`src/verilog/wwd_regs.svh`:
```
/*
 Register map, field positions, reset values, feed keys and counting constants of the windowed watchdog.
 Assumes a 6-bit byte address on the register bus and a word-aligned map.
*/
`ifndef WWD_REGS_SVH
`define WWD_REGS_SVH
// ============================================================
// Offsets
`define WWD_OFS_MODE      6'h00
`define WWD_OFS_TIMEOUT   6'h04
`define WWD_OFS_FEED      6'h08
`define WWD_OFS_COUNT     6'h0C
`define WWD_OFS_WINDOW    6'h10
`define WWD_OFS_WARN      6'h14
`define WWD_OFS_IRQ_STAT  6'h18
`define WWD_OFS_IRQ_CLR   6'h1C
`define WWD_OFS_IRQ_EN    6'h20
`define WWD_OFS_RST_CAUSE 6'h24
// ============================================================
// Fields
`define WWD_MODE_EN       0
`define WWD_MODE_RSTMODE  1
`define WWD_MODE_WIN      2
`define WWD_MODE_WARN     3
`define WWD_MODE_W        4
`define WWD_IRQ_TIMEOUT   0
`define WWD_IRQ_WINDOW    1
`define WWD_IRQ_FEED      2
`define WWD_IRQ_WARN      3
`define WWD_IRQ_W         4
// ============================================================
// Values
`define WWD_FEED_KEY1     8'hAA
`define WWD_FEED_KEY2     8'h55
`define WWD_TC_MIN        24'h0000FF
`define WWD_TC_RST        24'hFFFFFF
`define WWD_WIN_RST       24'hFFFFFF
`define WWD_WARN_RST      24'h0003FF
`define WWD_PRESCALE      3'h4
`endif

```
`src/verilog/wwd_dummy_guard.sv`:
```
`timescale 1ns/1ns
`default_nettype none
`default_nettype wire

```
`src/verilog/wwd_pkg.sv`:
```
/*
 Types shared by the windowed watchdog modules.
 Assumes nothing of its surroundings.
*/
package wwd_pkg;
	// ============================================================
	// Types
	typedef logic [23:0] wwd_count_t;
	typedef enum logic [0:0] {
		WWD_FEED_IDLE  = 1'b0,
		WWD_FEED_ARMED = 1'b1
	} wwd_feed_e;
endpackage

```
`src/verilog/wwd_tick.sv`:
```
/*
 Watchdog oscillator sampler and fixed prescaler producing one-cycle ticks.
 Assumes the oscillator is asynchronous to the core clock and well below half its rate.
*/
`timescale 1ns/1ns
`default_nettype none
`include "wwd_regs.svh"
module wwd_tick #(
	parameter logic [2:0] PRESCALE = `WWD_PRESCALE
) (
	input  wire logic clk_i,
	input  wire logic rst_i,
	input  wire logic osc_i,
	output logic      tick_o
);
	// ============================================================
	// Sampler
	logic       s1_q;
	logic       s2_q;
	logic       s3_q;
	logic       lvl_q;
	logic [2:0] div_q;
	wire        agree = (s2_q == s3_q);
	wire        osc_rise = agree & s3_q & ~lvl_q;
	wire        last = (div_q == PRESCALE - 3'h1);
	always_ff @(posedge clk_i) begin
		s1_q <= osc_i;
		s2_q <= s1_q;
		s3_q <= s2_q;
	end
	always_ff @(posedge clk_i) begin
		if (rst_i) begin
			lvl_q <= 1'b0;
			div_q <= 3'h0;
		end else begin
			if (agree)
				lvl_q <= s3_q;
			if (osc_rise)
				div_q <= last ? 3'h0 : div_q + 3'h1;
		end
	end
	assign tick_o = osc_rise & last;
	// ============================================================
	// Checks
	property p_tick_div;
		@(posedge clk_i) disable iff (rst_i) tick_o |=> (div_q == 3'h0) && !tick_o;
	endproperty
	a_tick_div: assert property (p_tick_div) else $error("tick not followed by prescaler restart");
endmodule
`default_nettype wire

```
`src/verilog/wwd_count.sv`:
```
/*
 Down-counter of the watchdog with reload and expiry detection.
 Assumes tick_i is a one-cycle pulse on the same clock.
*/
`timescale 1ns/1ns
`default_nettype none
module wwd_count #(
	parameter int W = 24
) (
	input  wire logic         clk_i,
	input  wire logic         rst_i,
	input  wire logic         tick_i,
	input  wire logic         run_i,
	input  wire logic         load_i,
	input  wire logic [W-1:0] load_val_i,
	output logic      [W-1:0] count_o,
	output logic              expire_o
);
	// ============================================================
	// Counter
	logic [W-1:0] cnt_q;
	wire          is_zero = (cnt_q == '0);
	wire          step = run_i & tick_i & ~load_i;
	always_ff @(posedge clk_i) begin
		if (rst_i)
			cnt_q <= '1;
		else if (load_i)
			cnt_q <= load_val_i;
		else if (step & ~is_zero)
			cnt_q <= cnt_q - {{(W-1){1'b0}}, 1'b1};
	end
	assign count_o = cnt_q;
	assign expire_o = step & is_zero;
	// ============================================================
	// Checks
	property p_down;
		@(posedge clk_i) disable iff (rst_i) (step & ~is_zero) |=> (cnt_q == $past(cnt_q) - {{(W-1){1'b0}}, 1'b1});
	endproperty
	a_down: assert property (p_down) else $error("counter did not step down by one");
	property p_hold;
		@(posedge clk_i) disable iff (rst_i) (!load_i && !step) |=> $stable(cnt_q);
	endproperty
	a_hold: assert property (p_hold) else $error("counter moved without tick or load");
endmodule
`default_nettype wire

```
`src/verilog/wwd_top.sv`:
```
/*
 Windowed watchdog: Avalon-MM register slave, feed sequence checker, window and warning logic,
 fault response and interrupt status.
 Assumes an Avalon master on CORE_CLK_I and a free-running watchdog oscillator on a pin.
*/
// Our own choices: the address map and register access over Avalon-MM.
// How it works
// - Counter reaching zero while enabled without reload pulses chip reset output in reset response mode, else raises time-out interrupt status.
// - With window on, reload while count above window value is a violation.
// - With warning on, count reaching warning value raises warning interrupt status.
// - Enable is set-only; cleared only by hardware reset or watchdog fault.
// - Wrong feed sequence while enabled gives reset or interrupt per response mode.
// - Reset-cause flag set on watchdog reset, survives it, cleared by software.
// - Twenty-four bit down-counter stepped by ticks from a fixed prescaler.
// - Time-out value clamps to at least 255, giving 256 to 2^24 ticks.
// - Ticks derive from the watchdog oscillator pin, not the core clock.
`timescale 1ns/1ns
`default_nettype none
`include "wwd_regs.svh"
module wwd_top #(
	parameter logic [2:0] PRESCALE = `WWD_PRESCALE
) (
	input  wire logic        CORE_CLK_I,
	input  wire logic        RST_I,
	input  wire logic        WATCHDOG_OSCILLATOR_I,
	input  wire logic [5:0]  AVS_ADDRESS_I,
	input  wire logic        AVS_READ_I,
	input  wire logic        AVS_WRITE_I,
	input  wire logic [31:0] AVS_WRITEDATA_I,
	input  wire logic [3:0]  AVS_BYTEENABLE_I,
	output logic      [31:0] AVS_READDATA_O,
	output logic             AVS_WAITREQUEST_O,
	output logic             IRQ_O,
	output logic             CHIP_RESET_O
);
	// ============================================================
	// Helpers
	function automatic logic [31:0] be_merge(input logic [31:0] old_v, input logic [31:0] new_v,
		input logic [3:0] be);
		logic [31:0] r;
		r = old_v;
		for (int i = 0; i < 4; i++) begin
			if (be[i])
				r[i*8 +: 8] = new_v[i*8 +: 8];
		end
		return r;
	endfunction

	// ============================================================
	// State
	logic                        served_q;
	logic [31:0]                 rdata_q;
	logic                        en_q;
	logic                        rstmode_q;
	logic                        win_en_q;
	logic                        warn_en_q;
	wwd_pkg::wwd_count_t         timeout_q;
	wwd_pkg::wwd_count_t         window_q;
	wwd_pkg::wwd_count_t         warn_q;
	logic [`WWD_IRQ_W-1:0]       stat_q;
	logic [`WWD_IRQ_W-1:0]       ie_q;
	logic                        rst_flag_q;
	logic                        chip_rst_q;
	wwd_pkg::wwd_feed_e          feed_q;
	wwd_pkg::wwd_count_t         count;
	logic                        expire;
	logic                        tick;

	// ============================================================
	// Bus decode
	// One wait cycle per access; read data is captured in the wait cycle.
	wire        req = AVS_READ_I | AVS_WRITE_I;
	wire        acc_wr = AVS_WRITE_I & served_q;
	wire        acc = req & served_q;
	wire [5:0]  a = AVS_ADDRESS_I;
	wire [31:0] wd = AVS_WRITEDATA_I;
	wire [3:0]  be = AVS_BYTEENABLE_I;
	wire        wr_mode = acc_wr & (a == `WWD_OFS_MODE) & be[0];
	wire        wr_tc = acc_wr & (a == `WWD_OFS_TIMEOUT);
	wire        wr_feed = acc_wr & (a == `WWD_OFS_FEED) & be[0];
	wire        wr_win = acc_wr & (a == `WWD_OFS_WINDOW);
	wire        wr_warn = acc_wr & (a == `WWD_OFS_WARN);
	wire        wr_clr = acc_wr & (a == `WWD_OFS_IRQ_CLR) & be[0];
	wire        wr_ie = acc_wr & (a == `WWD_OFS_IRQ_EN) & be[0];
	wire        wr_cause = acc_wr & (a == `WWD_OFS_RST_CAUSE) & be[0];
	assign AVS_WAITREQUEST_O = req & ~served_q;

	// ============================================================
	// Feed sequence
	wire key1 = wr_feed & (wd[7:0] == `WWD_FEED_KEY1);
	wire key2 = wr_feed & (wd[7:0] == `WWD_FEED_KEY2);
	wire armed = (feed_q == wwd_pkg::WWD_FEED_ARMED);
	wire feed_ok = armed & key2;
	// Any access while armed other than the second key breaks the sequence
	wire bad_feed = acc & ~feed_ok & (armed | (wr_feed & ~key1));
	wire feed_go = ~armed & key1;

	// ============================================================
	// Events
	wire en_set = wr_mode & wd[`WWD_MODE_EN] & ~en_q;
	wire load = feed_ok | en_set;
	wire to_evt = en_q & expire;
	wire win_evt = en_q & win_en_q & feed_ok & (count > window_q);
	wire bad_evt = en_q & bad_feed;
	wire warn_evt = en_q & warn_en_q & tick & (count == warn_q) & ~load;
	wire fault = to_evt | win_evt | bad_evt;
	wire wd_reset = fault & rstmode_q;
	wire [`WWD_IRQ_W-1:0] evts = {warn_evt, bad_evt, win_evt, to_evt};
	wire [`WWD_IRQ_W-1:0] clr_bits = wr_clr ? wd[`WWD_IRQ_W-1:0] : '0;
	wire [31:0] tc_m = be_merge({8'h00, timeout_q}, wd, be);
	wire [31:0] win_m = be_merge({8'h00, window_q}, wd, be);
	wire [31:0] warn_m = be_merge({8'h00, warn_q}, wd, be);
	// Short values would give a time-out below the documented floor
	wire [23:0] tc_new = (tc_m[23:0] < `WWD_TC_MIN) ? `WWD_TC_MIN : tc_m[23:0];

	// ============================================================
	// Read mux
	wire [31:0] rd_mux =
		(a == `WWD_OFS_MODE)      ? {28'h0000000, warn_en_q, win_en_q, rstmode_q, en_q} :
		(a == `WWD_OFS_TIMEOUT)   ? {8'h00, timeout_q} :
		(a == `WWD_OFS_COUNT)     ? {8'h00, count} :
		(a == `WWD_OFS_WINDOW)    ? {8'h00, window_q} :
		(a == `WWD_OFS_WARN)      ? {8'h00, warn_q} :
		(a == `WWD_OFS_IRQ_STAT)  ? {28'h0000000, stat_q} :
		(a == `WWD_OFS_IRQ_EN)    ? {28'h0000000, ie_q} :
		(a == `WWD_OFS_RST_CAUSE) ? {31'h00000000, rst_flag_q} : 32'h00000000;

	// ============================================================
	// Bus registers
	always_ff @(posedge CORE_CLK_I) begin
		if (RST_I) begin
			served_q <= 1'b0;
			rdata_q  <= 32'h00000000;
		end else begin
			served_q <= req & ~served_q;
			if (AVS_READ_I & ~served_q)
				rdata_q <= rd_mux;
		end
	end
	assign AVS_READDATA_O = rdata_q;

	// ============================================================
	// Mode and feed state
	always_ff @(posedge CORE_CLK_I) begin
		if (RST_I) begin
			en_q      <= 1'b0;
			rstmode_q <= 1'b0;
			win_en_q  <= 1'b0;
			warn_en_q <= 1'b0;
			feed_q    <= wwd_pkg::WWD_FEED_IDLE;
		end else if (fault) begin
			en_q      <= 1'b0;
			feed_q    <= wwd_pkg::WWD_FEED_IDLE;
			if (rstmode_q) begin
				rstmode_q <= 1'b0;
				win_en_q  <= 1'b0;
				warn_en_q <= 1'b0;
			end
		end else begin
			if (en_set)
				en_q <= 1'b1;
			if (wr_mode) begin
				rstmode_q <= rstmode_q | wd[`WWD_MODE_RSTMODE];
				win_en_q  <= wd[`WWD_MODE_WIN];
				warn_en_q <= wd[`WWD_MODE_WARN];
			end
			if (feed_ok | bad_feed)
				feed_q <= wwd_pkg::WWD_FEED_IDLE;
			else if (feed_go)
				feed_q <= wwd_pkg::WWD_FEED_ARMED;
		end
	end

	// ============================================================
	// Value registers
	always_ff @(posedge CORE_CLK_I) begin
		if (RST_I) begin
			timeout_q <= `WWD_TC_RST;
			window_q  <= `WWD_WIN_RST;
			warn_q    <= `WWD_WARN_RST;
			ie_q      <= '0;
		end else begin
			if (wr_tc)
				timeout_q <= tc_new;
			if (wr_win)
				window_q <= win_m[23:0];
			if (wr_warn)
				warn_q <= warn_m[23:0];
			if (wr_ie)
				ie_q <= wd[`WWD_IRQ_W-1:0];
		end
	end

	// ============================================================
	// Status, cause flag and reset pulse
	// Set wins over clear so no event is lost
	always_ff @(posedge CORE_CLK_I) begin
		if (RST_I) begin
			stat_q     <= '0;
			rst_flag_q <= 1'b0;
			chip_rst_q <= 1'b0;
		end else begin
			stat_q     <= (stat_q & ~clr_bits) | evts;
			rst_flag_q <= wd_reset | (rst_flag_q & ~(wr_cause & wd[0]));
			chip_rst_q <= wd_reset;
		end
	end
	assign IRQ_O = |(stat_q & ie_q);
	assign CHIP_RESET_O = chip_rst_q;

	// ============================================================
	// Tick source and counter
	wwd_tick #(
		.PRESCALE (PRESCALE)
	) u_tick (
		.clk_i  (CORE_CLK_I),
		.rst_i  (RST_I),
		.osc_i  (WATCHDOG_OSCILLATOR_I),
		.tick_o (tick)
	);
	wwd_count #(
		.W (24)
	) u_count (
		.clk_i      (CORE_CLK_I),
		.rst_i      (RST_I),
		.tick_i     (tick),
		.run_i      (en_q),
		.load_i     (load),
		.load_val_i (timeout_q),
		.count_o    (count),
		.expire_o   (expire)
	);

	// ============================================================
	// Checks
	property p_timeout_rst;
		@(posedge CORE_CLK_I) disable iff (RST_I) (to_evt && rstmode_q) |=> CHIP_RESET_O ##1 !CHIP_RESET_O;
	endproperty
	a_timeout_rst: assert property (p_timeout_rst) else $error("expiry did not give one reset pulse");
	property p_window;
		@(posedge CORE_CLK_I) disable iff (RST_I) win_evt |=> stat_q[`WWD_IRQ_WINDOW] && !en_q;
	endproperty
	a_window: assert property (p_window) else $error("early reload not flagged");
	property p_warn;
		@(posedge CORE_CLK_I) disable iff (RST_I) warn_evt |=> stat_q[`WWD_IRQ_WARN];
	endproperty
	a_warn: assert property (p_warn) else $error("warning not raised");
	property p_no_disable;
		@(posedge CORE_CLK_I) disable iff (RST_I) (en_q && !fault) |=> en_q;
	endproperty
	a_no_disable: assert property (p_no_disable) else $error("watchdog disabled without fault");
	property p_bad_feed;
		@(posedge CORE_CLK_I) disable iff (RST_I) (bad_evt && !rstmode_q) |=> stat_q[`WWD_IRQ_FEED] && !CHIP_RESET_O;
	endproperty
	a_bad_feed: assert property (p_bad_feed) else $error("bad feed not reported as interrupt");
	property p_flag;
		@(posedge CORE_CLK_I) disable iff (RST_I) $rose(CHIP_RESET_O) |-> rst_flag_q ##1 rst_flag_q;
	endproperty
	a_flag: assert property (p_flag) else $error("reset cause flag missing");
	property p_min_tc;
		@(posedge CORE_CLK_I) disable iff (RST_I) wr_tc |=> (timeout_q >= `WWD_TC_MIN);
	endproperty
	a_min_tc: assert property (p_min_tc) else $error("time-out below floor");
	property p_feed_reload;
		@(posedge CORE_CLK_I) disable iff (RST_I) feed_ok |=> (count == $past(timeout_q));
	endproperty
	a_feed_reload: assert property (p_feed_reload) else $error("feed did not reload counter");
	property p_wait_one;
		@(posedge CORE_CLK_I) disable iff (RST_I) $rose(req) |-> AVS_WAITREQUEST_O ##1 !AVS_WAITREQUEST_O;
	endproperty
	a_wait_one: assert property (p_wait_one) else $error("bus answer not after one wait cycle");
	// Status bits only fall through a clear write
	property p_sticky;
		@(posedge CORE_CLK_I) disable iff (RST_I)
			!wr_clr |=> ((stat_q & $past(stat_q)) == $past(stat_q));
	endproperty
	a_sticky: assert property (p_sticky) else $error("status bit lost without clear");
	property p_expire;
		@(posedge CORE_CLK_I) disable iff (RST_I)
			(en_q && tick && (count == '0) && !load) |=> stat_q[`WWD_IRQ_TIMEOUT] && !en_q;
	endproperty
	a_expire: assert property (p_expire) else $error("expiry not flagged");
	property p_chip_pulse;
		@(posedge CORE_CLK_I) disable iff (RST_I) CHIP_RESET_O |=> !CHIP_RESET_O;
	endproperty
	a_chip_pulse: assert property (p_chip_pulse) else $error("reset request longer than one cycle");
	property p_in_window;
		@(posedge CORE_CLK_I) disable iff (RST_I)
			(en_q && feed_ok && (!win_en_q || count <= window_q) && !to_evt) |=> en_q;
	endproperty
	a_in_window: assert property (p_in_window) else $error("feed inside window stopped watchdog");
	property p_intervene;
		@(posedge CORE_CLK_I) disable iff (RST_I)
			(en_q && armed && acc && !key2) |=> stat_q[`WWD_IRQ_FEED] && !en_q;
	endproperty
	a_intervene: assert property (p_intervene) else $error("broken key pair not flagged");
	property p_enable_load;
		@(posedge CORE_CLK_I) disable iff (RST_I) en_set |=> en_q && (count == $past(timeout_q));
	endproperty
	a_enable_load: assert property (p_enable_load) else $error("enable did not load time-out");
	property p_flag_hold;
		@(posedge CORE_CLK_I) disable iff (RST_I) (rst_flag_q && !(wr_cause && wd[0])) |=> rst_flag_q;
	endproperty
	a_flag_hold: assert property (p_flag_hold) else $error("reset cause flag lost");
endmodule
`default_nettype wire

```
`config.mk`:
```
export PLATFORM = sky130hd
export DESIGN_NAME = wwd_top
export DESIGN_NICKNAME = d
export VERILOG_FILES = /design/src/verilog/wwd_dummy_guard.sv /design/src/verilog/wwd_pkg.sv /design/src/verilog/wwd_tick.sv /design/src/verilog/wwd_count.sv /design/src/verilog/wwd_top.sv
export VERILOG_INCLUDE_DIRS = /design/src /design/src/verilog
export SDC_FILE = /design/constraint.sdc
export NUM_CORES = 1
export LEC_CHECK = 0
export BUFFER_PORTS_ARGS = -buffer_cell sky130_fd_sc_hd__buf_2
export CAP_MARGIN = 25
export CORE_MARGIN = 3
export CORE_UTILIZATION = 35
export CTS_CLUSTER_SIZE = 12
export DETAILED_ROUTE_END_ITERATION = 8
export MAX_ROUTING_LAYER = met4
export SLEW_MARGIN = 40
export SYNTH_ARGS = -nofsm -noshare
export SYNTH_HDL_FRONTEND = slang
export SYNTH_HIERARCHICAL = 1
export SYNTH_SLANG_ARGS = --single-unit
```
`constraint.sdc`:
```
create_clock -name CORE_CLK_I -period 8 [get_ports CORE_CLK_I]
set_input_delay 1.6 -clock CORE_CLK_I [delete_from_list [all_inputs] [get_ports CORE_CLK_I]]
set_output_delay 1.6 -clock CORE_CLK_I [all_outputs]
set_load 0.005 [all_outputs]
```
==> results.json <==
{
  "finalHoldViolations": 0,
  "critPathBufInv": 2,
  "die_h_um": 155,
  "grt_pass1_vias": 6643,
  "peakVddDrop_uv": 145,
  "cp_num_cells": 11,
  "r2r_start": "served_q$_SDFF_PP0_",
  "cp-end-kind": "flip-flop",
  "final_cells": 1228,
  "numClockSinks": 143,
  "final_nets": 1015,
  "cts_resized": 0,
  "postRouteWirelength_um": 24200,
  "netlist_area_um2": 7770,
  "ys_types": 71,
  "crit_chain": "buf_2 -> nor4_2 -> nand2_1 -> nor2_1 -> nand2_1 -> o21ai_2 -> buf_4 -> nor4_1 -> o21ai_1 -> nand4_1 -> a31oi_1",
  "tightestPinTransition_ns": 0.800,
  "synth_fa_ha_area_share_pct": 4.51,
  "rr_worst_depth": 9,
  "power.leakage_nw": 3.48,
  "cap_violations": 0,
  "synth-seq-cells": 143,
  "synth_edf_count": 0,
  "initial_core_util_pct": 36.3,
  "clk_path_buf_depth": 2,
  "drt-initial-drc-count": 810,
  "ctsHoldBuffers": 0,
  "outcome": "finished clean",
  "cpLargestDelayFamily": "simple AND/OR/NAND/NOR gates",
  "critPathArrivalTime_ns": 4.67,
  "setup_violations": 0,
  "hp-start": "u_tick/s1_q$_DFF_P_",
  "drive_gt1_share_pct": 14.9,
  "routabilityCongestion": 0.938,
  "slew_headroom_pct": 46.6,
  "area_delta_synth_final_pct": 14.6,
  "start_kind": "input pin",
  "firstDrtPassIters": 8,
  "critPathCapture": "win_en_q$_SDFFE_PP0P_",
  "grt_use_total_pct": 20.5,
  "muxShareOfSynthArea_pct": 3.03,
  "cts.clk_slew.worst_paths_ns": 0.06,
  "cts_buffers": 17,
  "nFillCells": 2144,
  "final_antenna_net_count": 0,
  "grt.overflow.total": 0,
  "finalCriticalPeriod_ns": 4.32,
  "drt-vias-per-instance": 5.84,
  "grt_max_degree": 81,
  "vias": 7168,
  "ys_warn_count": 6,
  "core_region_area_um2": 21400,
  "rsz0062_at_grt": "false",
  "synthCells": 910,
  "setup-tns-final_ns": 0,
  "power_density_nw_per_um2": 191,
  "rows": 53,
  "max_clock_freq_ghz": 0.231,
  "reg2reg_slack_ns": 4.66,
  "cts_setup_buffers": 0,
  "cts_tree": "done",
  "synth.avg_cell_area_um2": 8.54,
  "io_buffers": 64,
  "yosys.area_share.simple_pct": 26.4,
  "grt_pass1_wl_um": 38100,
  "crit_slowest_cell": "nor4_2",
  "hp-class": "reg2reg",
  "wl_per_cell_um": 19.7,
  "synth_top_family_by_area": "simple AND/OR/NAND/NOR gates",
  "antenna_found_initial": 0,
  "slew_violations": 0,
  "synth_xor_area_share_pct": 3.38,
  "dieArea_um2": 24000,
  "dpl.hpwl_um": 16900,
  "io_pins": 82,
  "crit_top_cell": "nand2_1",
  "worstReg2RegEnd": "win_en_q$_SDFFE_PP0P_",
  "cp-startpoint": "AVS_ADDRESS_I[2]",
  "synth_compound_gate_area_share_pct": 20.1,
  "worstPathMaxFanout": 38,
  "drcViolationCount": 0,
  "dieWidth_um": 155,
  "critPathMaxStageDelay_ns": 0.53,
  "dominantRegCellSynth": "dfxtp_1",
  "diodes": 0,
  "dp.cells": 1196,
  "dp_slack_ns": 3.04,
  "synth-async-reset-ratio_pct": 0,
  "finalCritPeriodShare_pct": 54.0,
  "insertion_delay_ns": 0.43,
  "skew_ns": 0.00918,
  "yosysSeqAreaShare_pct": 36.8,
  "worst_slack_ns": 3.68,
  "critical_path_class": "in2reg",
  "root_buffer": "clkbuf_16",
  "htreeDepth": 4,
  "critical_path_required_ns": 8.35
}
## worst register-to-register path, delay by kind of cell (launching register included)
family	cells	cell delay [ns]
buffers and inverters	1	0.38
AO/OA/AOI/OAI	3	0.77
AND/OR/NAND/NOR	5	1.54
flip-flops	1	0.58
## worst min path at each step
stage	end	slack, ns	depth (start not counted)
after floorplan	u_tick/s2_q$_DFF_P_	0.31	0
after global placement	u_tick/s2_q$_DFF_P_	0.31	0
after detailed placement	u_tick/s2_q$_DFF_P_	0.32	0
after CTS	u_tick/s2_q$_DFF_P_	0.33	0
after global routing	u_tick/s2_q$_DFF_P_	0.34	0
final	u_tick/s2_q$_DFF_P_	0.33	0
## cells by family after synthesis
| family | count (synthesis) |
|---|---|
| AOI/OAI and AO/OA | 208 |
| xor gates and xnor gates | 30 |
| adders and majority gates | 28 |
| buffers and inverters | 103 |
| DFF | 143 |
| muxes | 23 |
| other | 1 |
| and+or+nand+nor | 374 |
## cell usage after synthesis (8+ instances only)
master / count / area (um^2)
buf_4: 9 / 67.6
nand3b_1: 24 / 180
o22ai_1: 8 / 50.1
nand3_1: 26 / 130
buf_2: 10 / 50.1
nor4_1: 22 / 138
a311oi_1: 21 / 184
nor2_1: 89 / 334
o21ai_1: 10 / 50.1
nand2b_1: 12 / 75.1
ha_1: 28 / 350
xor2_1: 22 / 193
inv_1: 35 / 131
o21ai_0: 14 / 70.1
a21oi_1: 27 / 135
a221o_1: 9 / 90.1
nand2_1: 85 / 319
dfxtp_1: 143 / 2860
a22oi_1: 45 / 338
a211o_1: 25 / 219
xnor2_1: 8 / 70.1
nand4_1: 19 / 119
mux2i_1: 19 / 190
nor3_1: 37 / 185
nor4b_1: 8 / 70.1
clkbuf_1: 45 / 169
## area by class of cell
type,instances,area (um^2),area share (%)
Timing Repair Buffer,72,383,4.30
Sequential cell,143,2860,32.2
Clock inverter,12,180,2.02
Tap cell,275,344,3.86
Inverter,35,131,1.48
Clock buffer,20,467,5.24
Multi-Input combinational cell,671,4540,50.9
## state kept, by name, summed over array words and instances, names as in the netlist, 3 cells and up
name / count
stat_q: 4
u_tick/div_q: 3
ie_q: 4
u_count/count_o: 24
AVS_READDATA_O: 24
warn_q: 24
window_q: 24
timeout_q: 24
## power breakdown
group | internal, mW | switching, mW | leakage, nW
logic | 0.0329 | 0.0617 | 2.01
registers | 0.723 | 0.00674 | 1.16
clock network | 0.548 | 0.324 | 0.313
total | 1.30 | 0.392 | 3.48
## metal layers
metal  routed length [um]  part of all wire, %  vias up  GRT usage, %
li1                     -                    -     3426             -
met1                11100                   46     3478          27.7
met2                11200                   46      219          31.6
met3                 1330                  5.5       45          3.42
met4                  573                  2.4        0          6.43
met5                    0                    0        -             -
## placed cells by master, fill, tap and decap left out, types with 24 or more instances in the layout
cell,Yosys,layout
dfxtp_1,143,143
nor2_1,89,86
nand2_1,85,85
buf_2,10,63
a22oi_1,45,45
nor3_1,37,36
inv_1,35,35
ha_1,28,28
a21oi_1,27,27
nand3_1,26,26
a211o_1,25,25
nand3b_1,24,24
## stage by stage
stage	power [mW]	utilization [%]	area, um^2	hold WS (ns)
6_report	1.70	41.6	8900	0.327
5_1_grt	1.75	41.6	8900	0.344
4_1_cts	1.70	41.5	8890	0.330
3_5_place_dp	0.840	38.5	8240	0.315
3_3_place_gp	0.839	38.4	8230	0.313
2_1_floorplan	0.797	-	7800	0.310
No activity file was read; power rests on OpenSTA's default activity.
